<file path="src/include/dds_pkg.sv">
// Purpose: shared constants and types for the diagnostic read and sleep entry decoder
// Assumes: 100 MHz core clock, 8-bit command codes on the low data lines
// Notes:   every offset, code, reset value and cycle count lives here
package dds_pkg;

  // ----------------------------------------------------------------
  // Command codes and field layout
  // ----------------------------------------------------------------
  localparam logic [7:0] CMD_READ_DIAG     = 8'h0F;
  localparam logic [7:0] CMD_SLEEP_ENTRY   = 8'h10;
  localparam logic [7:0] CMD_SLEEP_EXIT    = 8'h11;
  localparam int         DIAG_FLAG_LSB     = 4;     // Flags sit in bits 7..4
  localparam logic [7:0] DIAG_RESET        = 8'h00;
  localparam logic [7:0] DUMMY_WORD        = 8'h00;

  // ----------------------------------------------------------------
  // Timing
  // ----------------------------------------------------------------
  localparam int CLK_HZ        = 100_000_000;
  localparam int SETTLE_MS     = 120;               // Booster-off transition time
  localparam int SETTLE_CYC    = (CLK_HZ / 1000) * SETTLE_MS;
  localparam int SETTLE_W      = 24;
  localparam int VS_FALLS_FRAME = 2;                // Falling edges that make one frame

  // ----------------------------------------------------------------
  // Types
  // ----------------------------------------------------------------
  typedef enum logic [3:0] {
    ST_AWAKE  = 4'b0001,
    ST_BLANK  = 4'b0010,
    ST_SETTLE = 4'b0100,
    ST_ASLEEP = 4'b1000
  } dds_pwr_t;

  // Host pins after synchronising
  typedef struct packed {
    logic       serial_mode;
    logic       vertical_sync;
    logic       command_or_param_select;
    logic       read_strobe_n;
    logic       write_strobe_n;
    logic [7:0] data;
  } dds_pins_t;

  typedef struct packed {
    dds_pins_t meta;
    dds_pins_t stable;
  } dds_sync_t;

  typedef struct packed {
    dds_pwr_t            pwr;
    logic [1:0]          vs_falls;
    logic [SETTLE_W-1:0] settle_cnt;
    logic                rd_armed;
    logic                rd_dummy;
    logic [7:0]          diag;
    logic [7:0]          dout;
    logic                doe;
    logic                wr_q;
    logic                rd_q;
    logic                vs_q;
    logic                pump_en;
    logic                osc_en;
    logic                scan_en;
    logic                blank;
    logic                booster_off;
  } dds_state_t;

  localparam dds_pins_t PINS_RST = '{serial_mode: 1'b0, vertical_sync: 1'b1,
    command_or_param_select: 1'b1, read_strobe_n: 1'b1, write_strobe_n: 1'b1, data: 8'h00};

  // Power-up and reset land in the sleep state with everything stopped
  localparam dds_state_t STATE_RST = '{pwr: ST_ASLEEP, vs_falls: 2'h0,
    settle_cnt: 24'h000000, rd_armed: 1'b0, rd_dummy: 1'b0, diag: DIAG_RESET,
    dout: 8'h00, doe: 1'b0, wr_q: 1'b1, rd_q: 1'b1, vs_q: 1'b1, pump_en: 1'b0,
    osc_en: 1'b0, scan_en: 1'b0, blank: 1'b0, booster_off: 1'b1};

endpackage : dds_pkg

</file>
<file path="src/logic/dds_sync.sv">
// Purpose: two-stage synchroniser for the host command pins and frame sync
// Assumes: pins are asynchronous to i_clock
// Notes:   the first stage feeds only the second stage
`timescale 1ns/1ps
module dds_sync
  import dds_pkg::*;
(
  // Clock and reset
  input  wire logic      i_clock,
  input  wire logic      i_rst_n,
  // Pins in, stable copy out
  input  wire dds_pins_t i_pins,
  output dds_pins_t      o_pins
);

  dds_sync_t st_ff;
  dds_sync_t nxt_st;

  // Shift pins through both stages
  always_comb begin
    nxt_st        = st_ff;
    nxt_st.meta   = i_pins;
    nxt_st.stable = st_ff.meta;
  end

  // State register
  always_ff @(posedge i_clock) begin
    if (!i_rst_n) begin
      st_ff <= '{meta: PINS_RST, stable: PINS_RST};
    end else begin
      st_ff <= nxt_st;
    end
  end

  assign o_pins = st_ff.stable;

endmodule : dds_sync

</file>
<file path="src/logic/dds_diag_sleep.sv">
// Purpose: decodes the diagnostic-result read and sleep entry commands
// Assumes: host pins are asynchronous; diagnostic flags come from core logic
// Notes:   the sleep exit code is decoded only to leave sleep
//
// Notes on behaviour
// [RQ1] Code 0FH arms the diagnostic byte read
// [RQ2] Byte holds four flags high, low nibble zero
// [RQ3] Diagnostic byte clears on any reset
// [RQ4] Both commands accepted in every power state
// [RQ5] Upper data lines ignored by the decoder
// [RQ6] Code 10H starts entry to sleep
// [RQ7] Asleep: pump, oscillator and scanning stopped
// [RQ8] Command port keeps working while asleep
// [RQ9] Blank panel for two vertical sync falls first
// [RQ10] Sleep entry while asleep changes nothing
// [RQ11] Only code 11H ends sleep
// [RQ12] Host waits 5 ms after sleep entry
// [RQ13] Host waits 120 ms after exit before re-entry
// [RQ14] Booster-off reached about 120 ms after entry
// [RQ15] Booster-off result shown for status bit 31
// [RQ16] Parallel mode returns dummy word before byte
// [RQ17] Any reset leaves the device asleep
`timescale 1ns/1ps
module dds_diag_sleep
  import dds_pkg::*;
#(
  parameter int unsigned P_SETTLE_CYCLES = SETTLE_CYC
) (
  // Clock and reset
  input  wire logic        i_clock,
  input  wire logic        i_rst_n,
  input  wire logic        i_sw_reset,
  // Host command port pins
  input  wire logic        i_write_strobe_n,
  input  wire logic        i_read_strobe_n,
  input  wire logic        i_command_or_param_select,
  input  wire logic [17:0] i_data,
  input  wire logic        i_serial_mode,
  output logic      [7:0]  o_data,
  output logic             o_data_oe,
  // Frame timing and diagnostic sources
  input  wire logic        i_vertical_sync,
  input  wire logic [3:0]  i_diag_flags,
  // Power control and status
  output logic             o_pump_enable,
  output logic             o_osc_enable,
  output logic             o_scan_enable,
  output logic             o_blank_panel,
  output logic             o_booster_off
);

  // ----------------------------------------------------------------
  // Helpers
  // ----------------------------------------------------------------
  function automatic logic is_cmd(input logic [7:0] data, input logic [7:0] code);
    return data == code;
  endfunction : is_cmd

  function automatic logic fell(input logic now_v, input logic was_v);
    return was_v && !now_v;
  endfunction : fell

  // ----------------------------------------------------------------
  // Pin synchronising
  // ----------------------------------------------------------------
  dds_pins_t pins_raw;
  dds_pins_t pins;

  // Only the low byte goes in: upper lines are never looked at
  assign pins_raw = '{serial_mode: i_serial_mode, vertical_sync: i_vertical_sync,
    command_or_param_select: i_command_or_param_select,
    read_strobe_n: i_read_strobe_n, write_strobe_n: i_write_strobe_n,
    data: i_data[7:0]}; // RQ5

  dds_sync u_sync (
    .i_clock (i_clock),
    .i_rst_n (i_rst_n),
    .i_pins  (pins_raw),
    .o_pins  (pins)
  );

  // ----------------------------------------------------------------
  // Decode and power sequencing
  // ----------------------------------------------------------------
  dds_state_t st_ff;
  dds_state_t nxt_st;
  logic       cmd_wr;
  logic       rd_fall;
  logic       rd_rise;
  logic       vs_fall;
  logic       do_diag;
  logic       do_entry;
  logic       do_exit;

  // Strobe edges and command hits on the write strobe rising edge
  always_comb begin
    cmd_wr   = pins.write_strobe_n && !st_ff.wr_q && !pins.command_or_param_select;
    rd_fall  = fell(pins.read_strobe_n, st_ff.rd_q);
    rd_rise  = pins.read_strobe_n && !st_ff.rd_q;
    vs_fall  = fell(pins.vertical_sync, st_ff.vs_q);
    do_diag  = cmd_wr && is_cmd(pins.data, CMD_READ_DIAG);
    do_entry = cmd_wr && is_cmd(pins.data, CMD_SLEEP_ENTRY);
    do_exit  = cmd_wr && is_cmd(pins.data, CMD_SLEEP_EXIT);
  end

  // Next-state logic
  always_comb begin
    nxt_st       = st_ff;
    nxt_st.wr_q  = pins.write_strobe_n;
    nxt_st.rd_q  = pins.read_strobe_n;
    nxt_st.vs_q  = pins.vertical_sync;
    // Flags live in the top nibble, low nibble forced to zero
    nxt_st.diag  = {i_diag_flags, 4'h0}; // RQ2

    // Any other command closes a pending diagnostic read
    if (cmd_wr) begin
      nxt_st.rd_armed = 1'b0;
    end
    // Decoding does not depend on power state
    if (do_diag) begin // RQ4 RQ8
      nxt_st.rd_armed = 1'b1; // RQ1
      nxt_st.rd_dummy = !pins.serial_mode; // RQ16
    end

    // Read cycles: dummy word first in parallel mode, then the byte
    if (rd_fall && st_ff.rd_armed) begin
      nxt_st.doe = 1'b1;
      if (st_ff.rd_dummy) begin
        nxt_st.dout     = DUMMY_WORD; // RQ16
        nxt_st.rd_dummy = 1'b0;
      end else begin
        nxt_st.dout     = st_ff.diag; // RQ1
        nxt_st.rd_armed = 1'b0;
      end
    end else if (rd_rise) begin
      nxt_st.doe = 1'b0;
    end

    unique case (st_ff.pwr)
      ST_AWAKE: begin
        if (do_entry) begin // RQ6
          nxt_st.pwr      = ST_BLANK;
          nxt_st.blank    = 1'b1; // RQ9
          nxt_st.vs_falls = 2'h0;
        end
      end
      ST_BLANK: begin
        if (vs_fall) begin
          nxt_st.vs_falls = st_ff.vs_falls + 2'h1;
        end
        if (vs_fall && st_ff.vs_falls == 2'(VS_FALLS_FRAME - 1)) begin // RQ9
          nxt_st.pwr        = ST_SETTLE;
          nxt_st.blank      = 1'b0;
          nxt_st.pump_en    = 1'b0; // RQ7
          nxt_st.osc_en     = 1'b0;
          nxt_st.scan_en    = 1'b0;
          nxt_st.settle_cnt = '0;
        end
      end
      ST_SETTLE: begin
        nxt_st.settle_cnt = st_ff.settle_cnt + 24'h000001;
        if (st_ff.settle_cnt == SETTLE_W'(P_SETTLE_CYCLES - 1)) begin // RQ14
          nxt_st.pwr         = ST_ASLEEP;
          nxt_st.booster_off = 1'b1; // RQ15
        end
      end
      ST_ASLEEP: begin
        // A repeated entry falls through here untouched
        nxt_st.pwr = ST_ASLEEP; // RQ10
      end
    endcase

    // Exit is the only way out of any sleep phase
    if (do_exit && st_ff.pwr != ST_AWAKE) begin // RQ11
      nxt_st.pwr         = ST_AWAKE;
      nxt_st.blank       = 1'b0;
      nxt_st.pump_en     = 1'b1;
      nxt_st.osc_en      = 1'b1;
      nxt_st.scan_en     = 1'b1;
      nxt_st.booster_off = 1'b0;
    end
  end

  // State register; software reset acts like the hardware one
  always_ff @(posedge i_clock) begin
    if (!i_rst_n || i_sw_reset) begin
      st_ff <= STATE_RST; // RQ3 RQ17
    end else begin
      st_ff <= nxt_st;
    end
  end

  // Outputs straight from the state register
  assign o_data        = st_ff.dout;
  assign o_data_oe     = st_ff.doe;
  assign o_pump_enable = st_ff.pump_en;
  assign o_osc_enable  = st_ff.osc_en;
  assign o_scan_enable = st_ff.scan_en;
  assign o_blank_panel = st_ff.blank;
  assign o_booster_off = st_ff.booster_off;
endmodule : dds_diag_sleep

</file>
<file path="config.mk">
export PLATFORM = sky130hd
export DESIGN_NAME = dds_diag_sleep
export DESIGN_NICKNAME = d
export VERILOG_FILES = /design/src/include/dds_pkg.sv /design/src/logic/dds_sync.sv /design/src/logic/dds_diag_sleep.sv
export SDC_FILE = /design/constraint.sdc
export NUM_CORES = 1
export LEC_CHECK = 0
export BUFFER_PORTS_ARGS = -buffer_cell sky130_fd_sc_hd__buf_2
export CAP_MARGIN = 20
export CORE_MARGIN = 1.5
export CORE_UTILIZATION = 35
export CTS_BUF_LIST = sky130_fd_sc_hd__clkbuf_8
export DETAILED_ROUTE_END_ITERATION = 10
export SETUP_SLACK_MARGIN = 0.3
export SLEW_MARGIN = 10
export SYNTH_ARGS = -nofsm -noshare
export SYNTH_HDL_FRONTEND = slang
export SYNTH_SLANG_ARGS = --single-unit
export TNS_END_PERCENT = 100
</file>
<file path="constraint.sdc">
create_clock -name i_clock -period 2.4 [get_ports i_clock]
set_input_delay 0.12 -clock i_clock [delete_from_list [all_inputs] [get_ports i_clock]]
set_output_delay 0.12 -clock i_clock [all_outputs]
set_load 0.05 [all_outputs]
</file>
==> results list <==
- Hold worst-path end: st_ff[31]
* Flip-flop cell with the highest count after synthesis: sky130_fd_sc_hd__dfxtp_1
* Type of the most critical hold path: input port to register
- Detail Route Antenna Nets: 0
- After detailed placement, the design holds a cell count of 440.
* Wire length of the first global-routing pass: 10.1 mm
- Upper clock frequency limit: 533 MHz
* Cell depth of the worst flop-to-flop path: 4
- In the layout the commonest cells are sky130_fd_sc_hd__dfxtp_1 (73), sky130_fd_sc_hd__nand2_1 (32), sky130_fd_sc_hd__buf_2 (29), sky130_fd_sc_hd__and2_1 (25), sky130_fd_sc_hd__nand3_1 (20).
- Chip height: 95.7 µm
- After detailed routing, the number of vias per cell comes to 4.94.
- Number of CTS-inserted buffers: 9
* Synth unique cells: 49
- VDD sags by at most 0.496 mV.
* Post-Layout Cell Count: 473
- The total count of hold-check failures in the final report is 0.
- Slew at the pin closest to its max-slew limit: 559 ps
- Cell chosen for the clock root: sky130_fd_sc_hd__clkbuf_8
* Pin count of the biggest net entering global routing: 28
- The clock arrives with 5.91 ps of skew.
- The region available for standard cell placement spans 8260 µm².
- Number of max-cap violations: 0
- The HPWL after detailed placement is 4.04 mm.
- In this run the post-CTS setup repair buffer count came out at 0.
* Final Core Density: 44.2%
* Overall Global Routing Usage: 14.5%
- For this design the top-level I/O count stands at 44.
- Data required time at the worst endpoint: 2640 ps
* Start point of the worst hold path: i_sw_reset
- The H-tree was split into 3 levels.
- Vias in the first global route: 2163
- Worst setup timing slack at the placement stage: 450 ps
- RePlAce Congestion: 0.790
- After routing, the total negative slack on setup checks comes to 0 ps.
- Final critical delay including setup and external delays: 1880 ps
* Worst R2R Setup Slack: 520 ps
* Die area: 9150 µm²
- Result of the run: finished clean
* RSZ-0062 raised after global routing: no
* Post-Synthesis Cells: 317
- Setup slack closes at 523 ps.
* Number of enable-type register cells in the synthesized netlist: 0
* Net total in the final layout: 395
- Clock latency on the worst-skew pair, taken at its later pin, is 350 ps.
- CTS sink cnt: 73
* Beginning of the worst register-to-register path: st_ff[56]
* Most frequent standard cell in the layout excluding fill and tap cells: sky130_fd_sc_hd__dfxtp_1
- TritonCTS built the clock tree.
* Routed len/inst: 12.6 µm
- Clock-pin slew on the worst setup and hold paths: 80 ps
- Dividing total power by cell area gives a power density of 691 nW/µm².
- Final max-slew violation count: 0
* Post-synthesis async set-or-reset flop share: 0%
- Relative slew slack: 62.7%
- The initialized floorplan defines 33 standard-cell rows.
- Summed over its instances, the top area cell type makes up 48.6% of the synthesized netlist area.
- Diodes inserted: 0
- Flip-flop and latch count after synthesis: 73
- Violation count after the first detailed-routing iteration: 92
* Setup violators final: 0
- Yosys printed 0 warnings.
* Largest cells by area after synthesis: sky130_fd_sc_hd__dfxtp_1 (49%), sky130_fd_sc_hd__and2_1 (5.2%), sky130_fd_sc_hd__nand2_1 (4.0%), sky130_fd_sc_hd__nand2b_1 (4.0%), sky130_fd_sc_hd__nand3_1 (3.3%)
- sky130_fd_sc_hd__dfxtp_1 takes more of the synthesized area than any other cell.
- Mapped Area: 3010 µm²
- The worst setup path is launched from a register.
- After layout, the worst path uses 78.2% of the clock period.
- Post-route DRC violation count: 0
- Starting density of the core: 36.4%
- The number of antenna violations at the first check in global routing came to 0.
- After synthesis, flip-flops and latches occupy 48.6% of the total area.
- The analysis attributes to cell leakage a power of 1.45 nW.
* Arrival @ worst endpoint: 2120 ps
- CP Capture Type: register
* WS Path Type: register to register
- In this run the horizontal extent of the chip is 95.7 µm.
* GRT Residual Overflow: 0
- Compared with the post-synthesis result, the final layout area differs by 21.3%.
* Worst Hold Path Cells: 4
* Input/output buffers: 29
- For this block, the via count after detailed routing is 2336.
* Maximum fanout along the worst path: 8
- Mean instance size in the synthesized netlist: 9.48 µm²
- No sink is reached through more buffers than the 2 on the longest clock path.
- Fraction of layout cells with a size suffix above 1: 17.1%
* Critical register-to-register path endpoint: st_ff[48]
* Routed wire length: 5.98 mm
- The first detailed-routing pass took 4 iterations.
==> per-stage QoR <==
stage / power, W / cell area [µm²] / hold WS [ps]
after CTS: 0.00255 / 3640 / 150
after global routing: 0.00262 / 3650 / 188
after global placement: 0.00135 / 3220 / 300
after floorplan: 0.00132 / 3020 / 193
after detailed placement: 0.00135 / 3220 / 306
final: 0.00252 / 3650 / 165
==> layer usage <==
metal	share of wire, %	vias up	global-route usage [%]	routed length (µm)
met5	0	-	0	0
met4	1.1	0	5.02	68
met3	3.9	6	5.50	233
met2	47	45	22.8	2780
met1	48	1080	18.1	2890
li1	-	1205	-	-
==> cell type report <==
| cell class | instances | area (µm²) |
|---|---|---|
| Tap cell | 105 | 131 |
| Sequential cell | 73 | 1460 |
| Multi-Input combinational cell | 222 | 1420 |
| Clock buffer | 9 | 124 |
| Clock inverter | 7 | 124 |
| Timing Repair Buffer | 54 | 375 |
| Inverter | 3 | 11.3 |
| Fill cell | 807 | 4610 |
==> synth_stat cells (all sizes together), types with 6 or more instances <==
cell / count
buf: 12
nand2: 32
mux2i: 9
and2: 25
nor2: 8
clkbuf: 10
nor3: 7
a21oi: 16
nand4: 8
nand2b: 19
dfxtp: 73
nand3: 20
nor4b: 6
==> logic make-up after synthesis <==
family	count (synthesis)	share of synthesized area, %
compound gates	39	8.83
xor+xnor	5	1.46
fa+ha+maj	2	0.833
buf+inv	25	4.66
flops	73	48.6
mux	9	3.00
other cells	1	0.125
simple gates	163	32.5
==> worst max-delay path, stage by stage, from the launching register on <==
cell	delay, ps
sky130_fd_sc_hd__dfxtp_1	410
sky130_fd_sc_hd__or4b_1	730
sky130_fd_sc_hd__nor3_4	330
sky130_fd_sc_hd__nand4_1	160
sky130_fd_sc_hd__mux2i_1	140
==> worst max-delay path by stage <==
stage | cells after the start | end | slack, ps | startpoint
after floorplan | 6 | st_ff[48] | 720 | st_ff[56]
after global placement | 6 | st_ff[43] | 230 | st_ff[52]
after detailed placement | 7 | st_ff[46] | 450 | st_ff[52]
after CTS | 7 | st_ff[42] | 410 | st_ff[52]
after global routing | 4 | st_ff[42] | 420 | st_ff[56]
final | 4 | st_ff[48] | 520 | st_ff[56]
==> sequential cells by signal (all words and copies together), names as in the netlist <==
signal	count
o_blank_panel	1
st_ff	39
o_data	4
o_pump_enable	1
u_sync.o_pins	13
u_sync.nxt_st	13
o_data_oe	1
o_booster_off	1
==> what timing repair did <==
item,CTS,global route
endpoints found under the hold margin,17,0
endpoints found under the setup margin,0,3
hold buffers,17,0
resized for setup,0,1
==> power by group <==
part           internal (W)  total, W  switching (W)
registers           0.00123   0.00124     0.00000712
clock network      0.000701   0.00117       0.000473
logic             0.0000502  0.000103      0.0000524
total               0.00198   0.00252       0.000533
Note: power is estimated with default switching activity, not from simulation.
